**config.mk**
```make
export PLATFORM = sky130hd
export DESIGN_NAME = flash_margin_protect
export DESIGN_NICKNAME = d
export VERILOG_FILES = /design/src/flash_margin_protect.v
export VERILOG_INCLUDE_DIRS = /design/src
export SDC_FILE = /design/constraint.sdc
export NUM_CORES = 1
export LEC_CHECK = 0
export ABC_AREA = 1
export BUFFER_PORTS_ARGS = -buffer_cell sky130_fd_sc_hd__buf_2
export CAP_MARGIN = 5
export CORE_MARGIN = 2
export CORE_UTILIZATION = 40
export CTS_CLUSTER_SIZE = 40
export DETAILED_ROUTE_END_ITERATION = 10
export REMOVE_ABC_BUFFERS = 1
export SETUP_SLACK_MARGIN = 0.02
export SYNTH_ARGS = -nofsm -noshare
export SYNTH_HDL_FRONTEND = slang
export SYNTH_SLANG_ARGS = --single-unit
```
**constraint.sdc**
```tcl
create_clock -name i_sys_clk -period 6.5 [get_ports i_sys_clk]
set_input_delay 0 -clock i_sys_clk [delete_from_list [all_inputs] [get_ports i_sys_clk]]
set_output_delay 0 -clock i_sys_clk [all_outputs]
set_load 0.1 [all_outputs]
```
**src/flash_cmd_defines.vh**
```
// Constants for the margin level and protection override command block.
// Behaviour
// - EEPROM target: margin on EEPROM reads only
// - Program flash target: margin on both arrays
// - Decode levels zero to four as listed
// - Margin-1 biases erased, margin-0 biases programmed
// - Margin command needs parameter index 010
// - Invalid level or unavailable mode: access error
// - Invalid block address: access error
// - Selection bit 1 updates EEPROM protection
// - Key match saves then overwrites protection
// - Override values accepted without restriction
// - Successful override sets override-active bit
// - Bad or erased key restores, clears active
// - Erased stored key disables override forever
// - Rejected launch leaves protection untouched
// - Single-entry save buffer, overwritten by each successful override
// - Restore discards direct writes, reloads saved values
// - Override index must be 001, 010, 011
// - Restore without prior override: access error
// - Selection 00 with index 010/011: error
// - Selection 00, index 001, valid key: error
// - Clearing complete flag launches; set when done
`ifndef FLASH_CMD_DEFINES_VH
`define FLASH_CMD_DEFINES_VH
`define OFS_STATUS      5'h00
`define OFS_INDEX       5'h04
`define OFS_PARAM0      5'h08
`define OFS_PARAM1      5'h0c
`define OFS_PARAM2      5'h10
`define OFS_PARAM3      5'h14
`define OFS_PFLASH_PROT 5'h18
`define OFS_EEPROM_PROT 5'h1c
`define BIT_COMPLETE    7
`define BIT_ACCESS_ERROR_FLAG      5
`define BIT_OVERRIDE    0
`define CMD_FIELD_MARGIN 8'h0e
`define CMD_PROT_OVRD    8'h13
`define LVL_NORMAL      16'h0000
`define LVL_USER_M1     16'h0001
`define LVL_USER_M0     16'h0002
`define LVL_FIELD_M1    16'h0003
`define LVL_FIELD_M0    16'h0004
`define KEY_ERASED      16'hffff
`define IDX_ONE         3'h1
`define IDX_TWO         3'h2
`define IDX_THREE       3'h3
`define PROT_RESET      8'hff
`define EXEC_CYCLES     4'h4
`endif

```
**src/flash_margin_protect.v**
```verilog
// Command logic for field margin level and protection override, with an AXI4-Lite register slave.
//
// Added by the designer: the placing of the registers and the AXI4-Lite slave port.
`include "flash_cmd_defines.vh"
module flash_margin_protect #(
	parameter [23:0] PFLASH_BASE = 24'h008000,
	parameter [23:0] PFLASH_LAST = 24'h00ffff,
	parameter [23:0] EEPROM_BASE = 24'h100000,
	parameter [23:0] EEPROM_LAST = 24'h10007f
) (
	// Clock and reset
	input  wire        i_sys_clk,
	input  wire        i_rst,
	// Chip state
	input  wire        i_cmd_allowed,
	input  wire [15:0] i_override_key,
	// AXI4-Lite write
	input  wire [4:0]  s_axi_awaddr,
	input  wire        s_axi_awvalid,
	output reg         s_axi_awready,
	input  wire [31:0] s_axi_wdata,
	input  wire [3:0]  s_axi_wstrb,
	input  wire        s_axi_wvalid,
	output reg         s_axi_wready,
	output reg  [1:0]  s_axi_bresp,
	output reg         s_axi_bvalid,
	input  wire        s_axi_bready,
	// AXI4-Lite read
	input  wire [4:0]  s_axi_araddr,
	input  wire        s_axi_arvalid,
	output reg         s_axi_arready,
	output reg  [31:0] s_axi_rdata,
	output reg  [1:0]  s_axi_rresp,
	output reg         s_axi_rvalid,
	input  wire        s_axi_rready,
	// Margin selection
	output reg  [2:0]  o_pflash_margin,
	output reg  [2:0]  o_eeprom_margin,
	// Protection settings
	output reg  [7:0]  o_pflash_prot,
	output reg  [7:0]  o_eeprom_prot,
	output reg         o_override_active
);
	localparam ST_IDLE = 2'd0;
	localparam ST_EXEC = 2'd1;
	localparam ST_DONE = 2'd2;

	reg  [1:0]  state_r;
	reg  [3:0]  wait_r;
	reg         complete_r;
	reg         access_error_flag_r;
	reg  [2:0]  index_r;
	reg  [15:0] param_r [0:3];
	reg  [7:0]  saved_pflash_r;
	reg  [7:0]  saved_eeprom_r;
	reg         aw_held_r;
	reg  [4:0]  aw_addr_r;
	reg         w_held_r;
	reg  [31:0] w_data_r;

	wire        wr_go    = aw_held_r && w_held_r && !s_axi_bvalid;
	wire [7:0]  cmd_code = param_r[0][15:8];
	wire [23:0] gaddr    = {param_r[0][7:0], param_r[1]};
	wire [15:0] third_param_word = param_r[2];
	wire [15:0] key      = param_r[1];
	wire [1:0]  sel      = param_r[0][1:0];
	wire        in_pf    = gaddr >= PFLASH_BASE && gaddr <= PFLASH_LAST;
	wire        in_ee    = gaddr >= EEPROM_BASE && gaddr <= EEPROM_LAST;
	wire        lvl_ok   = third_param_word <= `LVL_FIELD_M0;
	wire        key_ok   = key == i_override_key && key != `KEY_ERASED;
	wire        launch   = wr_go && aw_addr_r == `OFS_STATUS && w_data_r[`BIT_COMPLETE] && complete_r;

	// Write address/data capture, either order.
	always @(posedge i_sys_clk) begin
		if (i_rst) begin
			aw_held_r <= 1'b0;
			w_held_r <= 1'b0;
			aw_addr_r <= 5'h00;
			w_data_r <= 32'h00000000;
			s_axi_awready <= 1'b0;
			s_axi_wready <= 1'b0;
			s_axi_bvalid <= 1'b0;
			s_axi_bresp <= 2'b00;
		end else begin
			s_axi_awready <= !aw_held_r && !s_axi_awready && s_axi_awvalid;
			s_axi_wready <= !w_held_r && !s_axi_wready && s_axi_wvalid;
			if (s_axi_awvalid && s_axi_awready) begin
				aw_held_r <= 1'b1;
				aw_addr_r <= s_axi_awaddr;
			end
			if (s_axi_wvalid && s_axi_wready) begin
				w_held_r <= 1'b1;
				w_data_r <= s_axi_wdata;
			end
			if (wr_go) begin
				aw_held_r <= 1'b0;
				w_held_r <= 1'b0;
				s_axi_bvalid <= 1'b1;
				s_axi_bresp <= (aw_addr_r[1:0] != 2'b00) ? 2'b10 : 2'b00;
			end else if (s_axi_bready) begin
				s_axi_bvalid <= 1'b0;
			end
		end
	end

	// Read channel.
	always @(posedge i_sys_clk) begin
		if (i_rst) begin
			s_axi_arready <= 1'b0;
			s_axi_rvalid <= 1'b0;
			s_axi_rdata <= 32'h00000000;
			s_axi_rresp <= 2'b00;
		end else begin
			s_axi_arready <= !s_axi_arready && !s_axi_rvalid && s_axi_arvalid;
			if (s_axi_arvalid && s_axi_arready) begin
				s_axi_rvalid <= 1'b1;
				s_axi_rresp <= 2'b00;
				case (s_axi_araddr)
				`OFS_STATUS: begin
					s_axi_rdata <= {24'h000000, complete_r, 1'b0, access_error_flag_r, 5'h00};
				end
				`OFS_INDEX: begin
					s_axi_rdata <= {29'h00000000, index_r};
				end
				`OFS_PARAM0: begin
					s_axi_rdata <= {16'h0000, param_r[0]};
				end
				`OFS_PARAM1: begin
					s_axi_rdata <= {16'h0000, param_r[1]};
				end
				`OFS_PARAM2: begin
					s_axi_rdata <= {16'h0000, param_r[2]};
				end
				`OFS_PARAM3: begin
					s_axi_rdata <= {16'h0000, param_r[3]};
				end
				`OFS_PFLASH_PROT: begin
					s_axi_rdata <= {16'h0000, 7'h00, o_override_active, o_pflash_prot};
				end
				`OFS_EEPROM_PROT: begin
					s_axi_rdata <= {24'h000000, o_eeprom_prot};
				end
				default: begin
					s_axi_rdata <= 32'h00000000;
					s_axi_rresp <= 2'b10;
				end
				endcase
			end else if (s_axi_rready) begin
				s_axi_rvalid <= 1'b0;
			end
		end
	end

	// Command sequencer and software-visible registers.
	always @(posedge i_sys_clk) begin
		if (i_rst) begin
			state_r <= ST_IDLE;
			wait_r <= 4'h0;
			complete_r <= 1'b1;
			access_error_flag_r <= 1'b0;
			index_r <= 3'h0;
			param_r[0] <= 16'h0000;
			param_r[1] <= 16'h0000;
			param_r[2] <= 16'h0000;
			param_r[3] <= 16'h0000;
			o_pflash_prot <= `PROT_RESET;
			o_eeprom_prot <= `PROT_RESET;
			saved_pflash_r <= `PROT_RESET;
			saved_eeprom_r <= `PROT_RESET;
			o_override_active <= 1'b0;
			o_pflash_margin <= 3'h0;
			o_eeprom_margin <= 3'h0;
		end else begin
			if (wr_go && complete_r && s_axi_wstrb[0]) begin
				case (aw_addr_r)
				`OFS_INDEX: index_r <= w_data_r[2:0];
				`OFS_PARAM0: param_r[0] <= w_data_r[15:0];
				`OFS_PARAM1: param_r[1] <= w_data_r[15:0];
				`OFS_PARAM2: param_r[2] <= w_data_r[15:0];
				`OFS_PARAM3: param_r[3] <= w_data_r[15:0];
				`OFS_PFLASH_PROT: o_pflash_prot <= w_data_r[7:0];
				`OFS_EEPROM_PROT: o_eeprom_prot <= w_data_r[7:0];
				`OFS_STATUS: begin
					if (w_data_r[`BIT_ACCESS_ERROR_FLAG]) begin
						access_error_flag_r <= 1'b0;
					end
				end
				default: begin
				end
				endcase
			end
			case (state_r)
			ST_IDLE: begin
				if (launch && !access_error_flag_r) begin
					complete_r <= 1'b0;
					wait_r <= `EXEC_CYCLES;
					state_r <= ST_EXEC;
				end
			end
			ST_EXEC: begin
				if (wait_r != 4'h0) begin
					wait_r <= wait_r - 4'h1;
				end else begin
					state_r <= ST_DONE;
					if (cmd_code == `CMD_FIELD_MARGIN) begin
						if (index_r != `IDX_TWO || !i_cmd_allowed || !lvl_ok || !(in_pf || in_ee)) begin
							access_error_flag_r <= 1'b1;
						end else if (in_ee) begin
							// EEPROM only, level codes carry bias
							o_eeprom_margin <= third_param_word[2:0];
						end else begin
							// program flash level reaches both arrays
							o_pflash_margin <= third_param_word[2:0];
							o_eeprom_margin <= third_param_word[2:0];
						end
					end else if (cmd_code == `CMD_PROT_OVRD) begin
						// index and mode, errors change nothing
						if ((index_r != `IDX_ONE && index_r != `IDX_TWO && index_r != `IDX_THREE) || !i_cmd_allowed) begin
							access_error_flag_r <= 1'b1;
						end else if (!key_ok) begin
							if (!o_override_active) begin
								access_error_flag_r <= 1'b1;
							end else begin
								o_pflash_prot <= saved_pflash_r;
								o_eeprom_prot <= saved_eeprom_r;
								o_override_active <= 1'b0;
							end
						end else if (sel == 2'b00) begin
							access_error_flag_r <= 1'b1;
						end else begin
							saved_pflash_r <= o_pflash_prot;
							saved_eeprom_r <= o_eeprom_prot;
							if (sel[0]) begin
								o_pflash_prot <= param_r[2][7:0];
							end
							if (sel[1]) begin
								o_eeprom_prot <= param_r[3][7:0];
							end
							o_override_active <= 1'b1;
						end
					end else begin
						access_error_flag_r <= 1'b1;
					end
				end
			end
			ST_DONE: begin
				complete_r <= 1'b1;
				state_r <= ST_IDLE;
			end
			default: begin
				state_r <= ST_IDLE;
			end
			endcase
		end
	end
endmodule

```
# Yosys cells after proc, flatten, opt, wreduce, memory -nomap -nowiden
# Memory sizes are Yosys's and may differ from the RTL's.
# Cells that the tools add are included.
dict set report totals {
  reg_bits 114
  ramBits 64
  inputBits 70
  out_inout_bits 64
  word_cells 199
  memories 1
}
dict set report op_classes {
  add_sub_neg 1
  n_lt_le_gt_ge 5
  eq_ne 27
  n_mux 73
  n_bitwise 10
  n_reduce_logical 58
}
# name words width read_ports rd_ports_with_merged_regs write_ports line
set mem_list {}
lappend mem_list {param_r 4 16 4 0 4 flash_margin_protect.v:53} ;# reg [15:0] param_r [0:3];
# operator n
set ops {}
lappend ops {{8-bit two-way mux} 22}
lappend ops {{16-bit case mux with 8 select lines} 1}
lappend ops {{16-bit two-way mux} 4}
lappend ops {{5-bit == test (second input constant)} 8}
lappend ops {{1-bit two-way mux} 37}
lappend ops {{24-bit by 16-bit greater-or-equal comparator with 1-bit output (second input constant)} 1}
lappend ops {{24-bit by 21-bit greater-or-equal comparator with 1-bit output (second input constant)} 1}
lappend ops {{24-bit by 16-bit less-or-equal comparator with 1-bit output (second input constant)} 1}
lappend ops {{24-bit by 21-bit less-or-equal comparator with 1-bit output (second input constant)} 1}
lappend ops {{1-bit logical AND} 22}
lappend ops {{5-bit by 4-bit == test with 1-bit output (second input constant)} 4}
lappend ops {{16-bit == test} 1}
lappend ops {{16-bit by 3-bit less-or-equal comparator with 1-bit output (second input constant)} 1}
lappend ops {{16-bit != test (second input constant)} 1}
lappend ops {{1-bit zero test} 11}
lappend ops {{5-bit by 3-bit == test with 1-bit output (second input constant)} 2}
lappend ops {{5-bit zero test} 2}
lappend ops {{2-bit nonzero test} 5}
lappend ops {{8-bit by 4-bit == test with 1-bit output (second input constant)} 1}
lappend ops {{8-bit by 5-bit == test with 1-bit output (second input constant)} 1}
lappend ops {{2-bit two-way mux} 4}
lappend ops {{4-bit two-way mux} 2}
lappend ops {{2-bit != test (second input constant)} 4}
lappend ops {{4-bit case mux with 2 select lines} 1}
lappend ops {{other kinds (20)} 36}

# Longest topological paths before layout
dict set report depth {
  depth_word 13
  ltp_mapped 14
  ltp_nobuf 13
}

# Least setup slack after synthesis
# Ideal clock, no wire load.
dict set report synth_timing {
  path_kind {reg-to-reg}
  startpoint {register s_axi_bvalid}
  endpoint {memory param_r[2][0] (enable)}
  setup_time_ns 0.411
  arrival_time_ns 2.520
  required_time_ns 6.089
  path_slack_ns 3.569
  stages_incl_launch_ff 8
  n_path_buf 0
  synth_period_minus_slack_ns 2.931
  cell_sequence {dfxtp_1 inv_1 nand3_1 nor2_1 nand2_1 nor2_2 inv_1 o21ai_0}
}
# element line
set synth_lines {}
lappend synth_lines {{start: declaration} flash_margin_protect.v:26} ;# output reg s_axi_bvalid,
lappend synth_lines {{start signal: assignment} flash_margin_protect.v:82} ;# s_axi_bvalid <= 1'b0;
lappend synth_lines {{start signal: assignment} flash_margin_protect.v:98} ;# s_axi_bvalid <= 1'b1;
lappend synth_lines {{start signal: assignment} flash_margin_protect.v:101} ;# s_axi_bvalid <= 1'b0;
lappend synth_lines {{end: declaration} flash_margin_protect.v:53}

# Final worst setup path
dict set report layout_timing {
  startpoint {register s_axi_arready}
  endpoint {register s_axi_rresp[1]}
}
dict set report layout_via {
  elab_chain_cells 1
}
# element line
set layout_rtl {}
lappend layout_rtl {{start: declaration} flash_margin_protect.v:31} ;# output reg s_axi_arready,
lappend layout_rtl {{start signal: assignment} flash_margin_protect.v:114} ;# s_axi_arready <= !s_axi_arready && !s_axi_rvalid && s_axi_arvalid;
lappend layout_rtl {{1-bit logical AND} flash_margin_protect.v:115} ;# if (s_axi_arvalid && s_axi_arready) begin
lappend layout_rtl {{end signal: assignment} flash_margin_protect.v:112} ;# s_axi_rresp <= 2'b00;
lappend layout_rtl {{end signal: assignment} flash_margin_protect.v:117} ;# s_axi_rresp <= 2'b00;
lappend layout_rtl {{end signal: assignment} flash_margin_protect.v:145} ;# s_axi_rresp <= 2'b10;
lappend layout_rtl {{end: declaration} flash_margin_protect.v:33} ;# output reg [1:0] s_axi_rresp,
# No other way between the ends.
# A chain may end at the register's enable or synchronous reset.

==> results <==
- The maximum achievable frequency is 413 MHz.
- After global routing the overflow that remains totals 0.
- The die area is 0.0205 sq mm.
- The die is 143 microns tall.
- The effective utilization at floorplan is 41.1%.
- The post-layout instance count excluding filler cells is 1396.
- In the synthesized netlist, the number of instances is between 1000 and 1500.
- In the final layout, the multi-input gates occupy 0.00317 sq mm.
- The repair_antennas step left the layout with diodes totalling 0.
- The maximum count of clock buffers along a single path is 2.
- The sequential cell area in the final layout is 0.00384 sq mm.
- Setup repair after global routing left no endpoint under its margin.
- The clock-pin slew of the registers on the worst-case setup and hold paths is about 0.060 ns.
- The dominant synthesized flop cell is sky130_fd_sc_hd__dfxtp_1.
- Of all nets on the critical path, the largest fanout is 19.
- The power density over the cells is 244 mW/mm^2.
- The die span in x is between 100 and 150 microns.
- The warning count from the yosys run is 0.
- The sequential area share after synthesis is roughly half.
- The completed layout was analyzed and its total power is roughly 2200 uW.
- Clock skew on the completed layout was measured at 0.00987 ns.
- The kind of start point of the critical path is a register.
- The detailed router placed approximately 6900 vias in this run.
- Relative to the synthesized area, the layout overhead comes to 19.0%.
- The number of slew-limit violations in the final report is 0.
- After detailed routing, the number of vias per cell comes to just under 5.
- The placeable core region is 0.0188 sq mm.
- The fraction of post-synthesis cell area in the top cell type by area is 24.9%.
- The H-tree was split into 4 levels.
- Sorting the synthesized cells by area gives the leading types as sky130_fd_sc_hd__dfxtp_1, sky130_fd_sc_hd__edfxtp_1, sky130_fd_sc_hd__nand2_1, sky130_fd_sc_hd__inv_1, sky130_fd_sc_hd__nor2_1.
- The routed design has about 22 mm of wire.
- At the pin with the least slew margin, the transition time is 1.02 ns.
- Summing every instance area after synthesis gives 0.00773 sq mm.
- Detailed placement finished with a half-perimeter wire length of ~16 mm.
- The detail route stage leaves a number of antenna-violating nets equal to 0.
- The share of post-route cells with drive strength above 1 is 13.8%.
- The number of DRC violations after detailed routing is 0.
- The final net count is 1194.
- The shortest clock period the worst path allows after layout is 2.42 ns.
- After detailed routing, the average wire length per cell comes to 16.0 microns.
- Across the run, the number of max-cap violations was 0.
- The cell sitting at the root of the clock tree is a sky130_fd_sc_hd__clkbuf_16.
- The setup path with the least slack is of type register to register.
- The leakage power of the design is 0.00415 uW.
- The synthesized design spends more area on one cell type than any other, namely sky130_fd_sc_hd__dfxtp_1.
- Sorting the synthesized cells by how often they occur yields sky130_fd_sc_hd__nand2_1, sky130_fd_sc_hd__inv_1, sky130_fd_sc_hd__nor2_1.
- Entering global routing, the biggest net connects 58 pins.
- The standard-cell row count is 50.
- Global routing used 22.1% of the available tracks.
- The number of clock sinks is 160.
- The number of I/O pins is 134.
- The setup violation total in the final timing report is 0.
- The critical path endpoint category is a register.
- The worst endpoint data arrival time is around 2.7 ns.
- The path class of the lowest-slack min-delay path is primary input to register.
- The number of global-route vias before repair is between 6000 and 7000.
- Counting flops with an async set or reset pin after synthesis yields a share of 0%.
- The accumulated negative setup slack is 0 ns.
- The required time of the critical path is 6.82 ns.
- The number of fill cells in the layout is 1849.
- The synthesized design contains 160 register bits.
- The number of antenna violations at the first check in global routing is 0.
- The first detailed-routing pass ran for 5 iterations.
- TritonCTS built the clock tree.
- The most used standard cell by instance count after synthesis is sky130_fd_sc_hd__nand2_1.
- The final cycle utilization of the critical path is 37.2%.
- The first global-routing pass estimated 34.1 mm of wire.
- The headroom to the max-slew limit is between 30% and 40%.
- In this run the tool buffered the top-level ports with 96 buffer cells.
- The number of hold violations in the final report came to 0.
- The cell count after placement is between 1000 and 1500.
- The flow ran to the end, and the final reports show no timing, DRC or antenna violations.
- The quantity of gates resized following cts is 0.
- Routability-driven placement finished with a final weighted congestion of 0.896.
- VDD sags by at most 0.174 mV.
- In this run the mean area of a mapped cell was 7.66 sq um.
- The number of buffers created by CTS is 17.
- Counting distinct cell types in the post-synthesis netlist gives 39.
- Clock latency on the worst-skew pair, taken at its later pin, is 0.43 ns.
- In this run, synthesis inferred 64 flip-flops with an integrated enable.
- For this block, the initial DRC count from the detailed router was 581.
==> power by group <==
group          internal, uW  switching, uW
Clock                   559            411
Sequential             1060           15.2
Combinational          47.1            149
==> critical path: stages, from the launching register on <==
cell                            delay (ns)
sky130_fd_sc_hd__dfxtp_1              0.34
sky130_fd_sc_hd__nand2_1              0.37
sky130_fd_sc_hd__nor3_2               0.88
sky130_fd_sc_hd__dlygate4sd3_1        0.68
sky130_fd_sc_hd__nor2_1               0.05
==> stage by stage <==
stage                     setup slack, ns  hold slack [ns]  utilization (%)  instance area (sq um)
after floorplan                      3.57           0.0691                -                   7520
after global placement               4.02            0.234             44.3                   8350
after detailed placement             3.95            0.238             44.3                   8350
after CTS                            4.11           0.0214             48.9                   9210
after global routing                 3.98           0.0446             48.9                   9210
final                                4.08           0.0446             48.9                   9210
==> what timing repair did <==
item,CTS,global route
buffers inserted,0,0
hold buffers,28,0
hold endpoints to repair,28,0
==> worst paths after layout <==
path | startpoint | end | slack, ns | cells past startpoint
min reg2reg | s_axi_arready$_SDFF_PP0_ | s_axi_arready$_SDFF_PP0_ | 0.43 | 1
max reg2reg | s_axi_arready$_SDFF_PP0_ | s_axi_rresp[1]$_SDFFE_PP0P_ | 4.08 | 4
min | s_axi_araddr[1] | s_axi_rdata[4]$_SDFFE_PP0P_ | 0.04 | 4
max | s_axi_arready$_SDFF_PP0_ | s_axi_rresp[1]$_SDFFE_PP0P_ | 4.08 | 4
==> layout by cell type (no fill, tap or decap), drive strengths merged <==
cell type / synthesis / final
o21a: 1 / 1
nor3: 24 / 24
a22o: 3 / 3
nand3b: 8 / 8
dlygate4sd3: 0 / 28
a21oi: 47 / 47
buf: 28 / 98
nand3: 50 / 50
and2: 1 / 1
xor2: 2 / 2
a221o: 1 / 1
dfxtp: 96 / 96
nor4: 2 / 2
o221ai: 4 / 4
o211ai: 14 / 14
clkinv: 0 / 6
o2111ai: 8 / 8
conb: 1 / 18
o22ai: 11 / 11
clkbuf: 21 / 20
nor2: 133 / 133
bufinv: 0 / 1
o21ai: 75 / 75
inv: 137 / 138
nand2: 262 / 262
edfxtp: 64 / 64
ha: 1 / 1
clkinvlp: 0 / 4
nand4: 14 / 14
xnor2: 1 / 1
or2: 1 / 1
==> per-layer routing <==
layer	part of all wire, %	vias up	track usage (%)
met3	7.5	31	5.10
met5	0	-	0
met2	44	281	34.6
met4	2.0	0	6.72
li1	-	3486	-
met1	46	3146	30.5
==> final cells by class <==
class / instances / area share, %
inverter: 137 / 5.59
tap: 260 / 3.53
timing repair buffer: 126 / 8.43
clock inverter: 12 / 1.17
sequential: 160 / 41.8
clock buffer: 20 / 5.08
multi-input combinational: 681 / 34.4
==> kinds of logic (layout without fill, tap and decap cells) <==
group	count (synthesis)	after routing	share of synthesized area, %
DFF	160	160	49.7
xor gates and xnor gates	3	3	0.340
adders and majority gates	1	1	0.162
and+or+nand+nor	495	495	27.0
other	1	18	0.0485
buffers and inverters	186	295	10.2
AOI/OAI and AO/OA	164	164	12.5
==> sequential cells by signal, summed over array words and instances, names as in the netlist, 5 cells and up <==
signal and cells:
o_pflash_prot 8, saved_eeprom_r 8, param_r 64, o_eeprom_prot 8, w_data_r 16, s_axi_rdata 16
saved_pflash_r 8, aw_addr_r 5
Power figures use the tool's default switching activity.
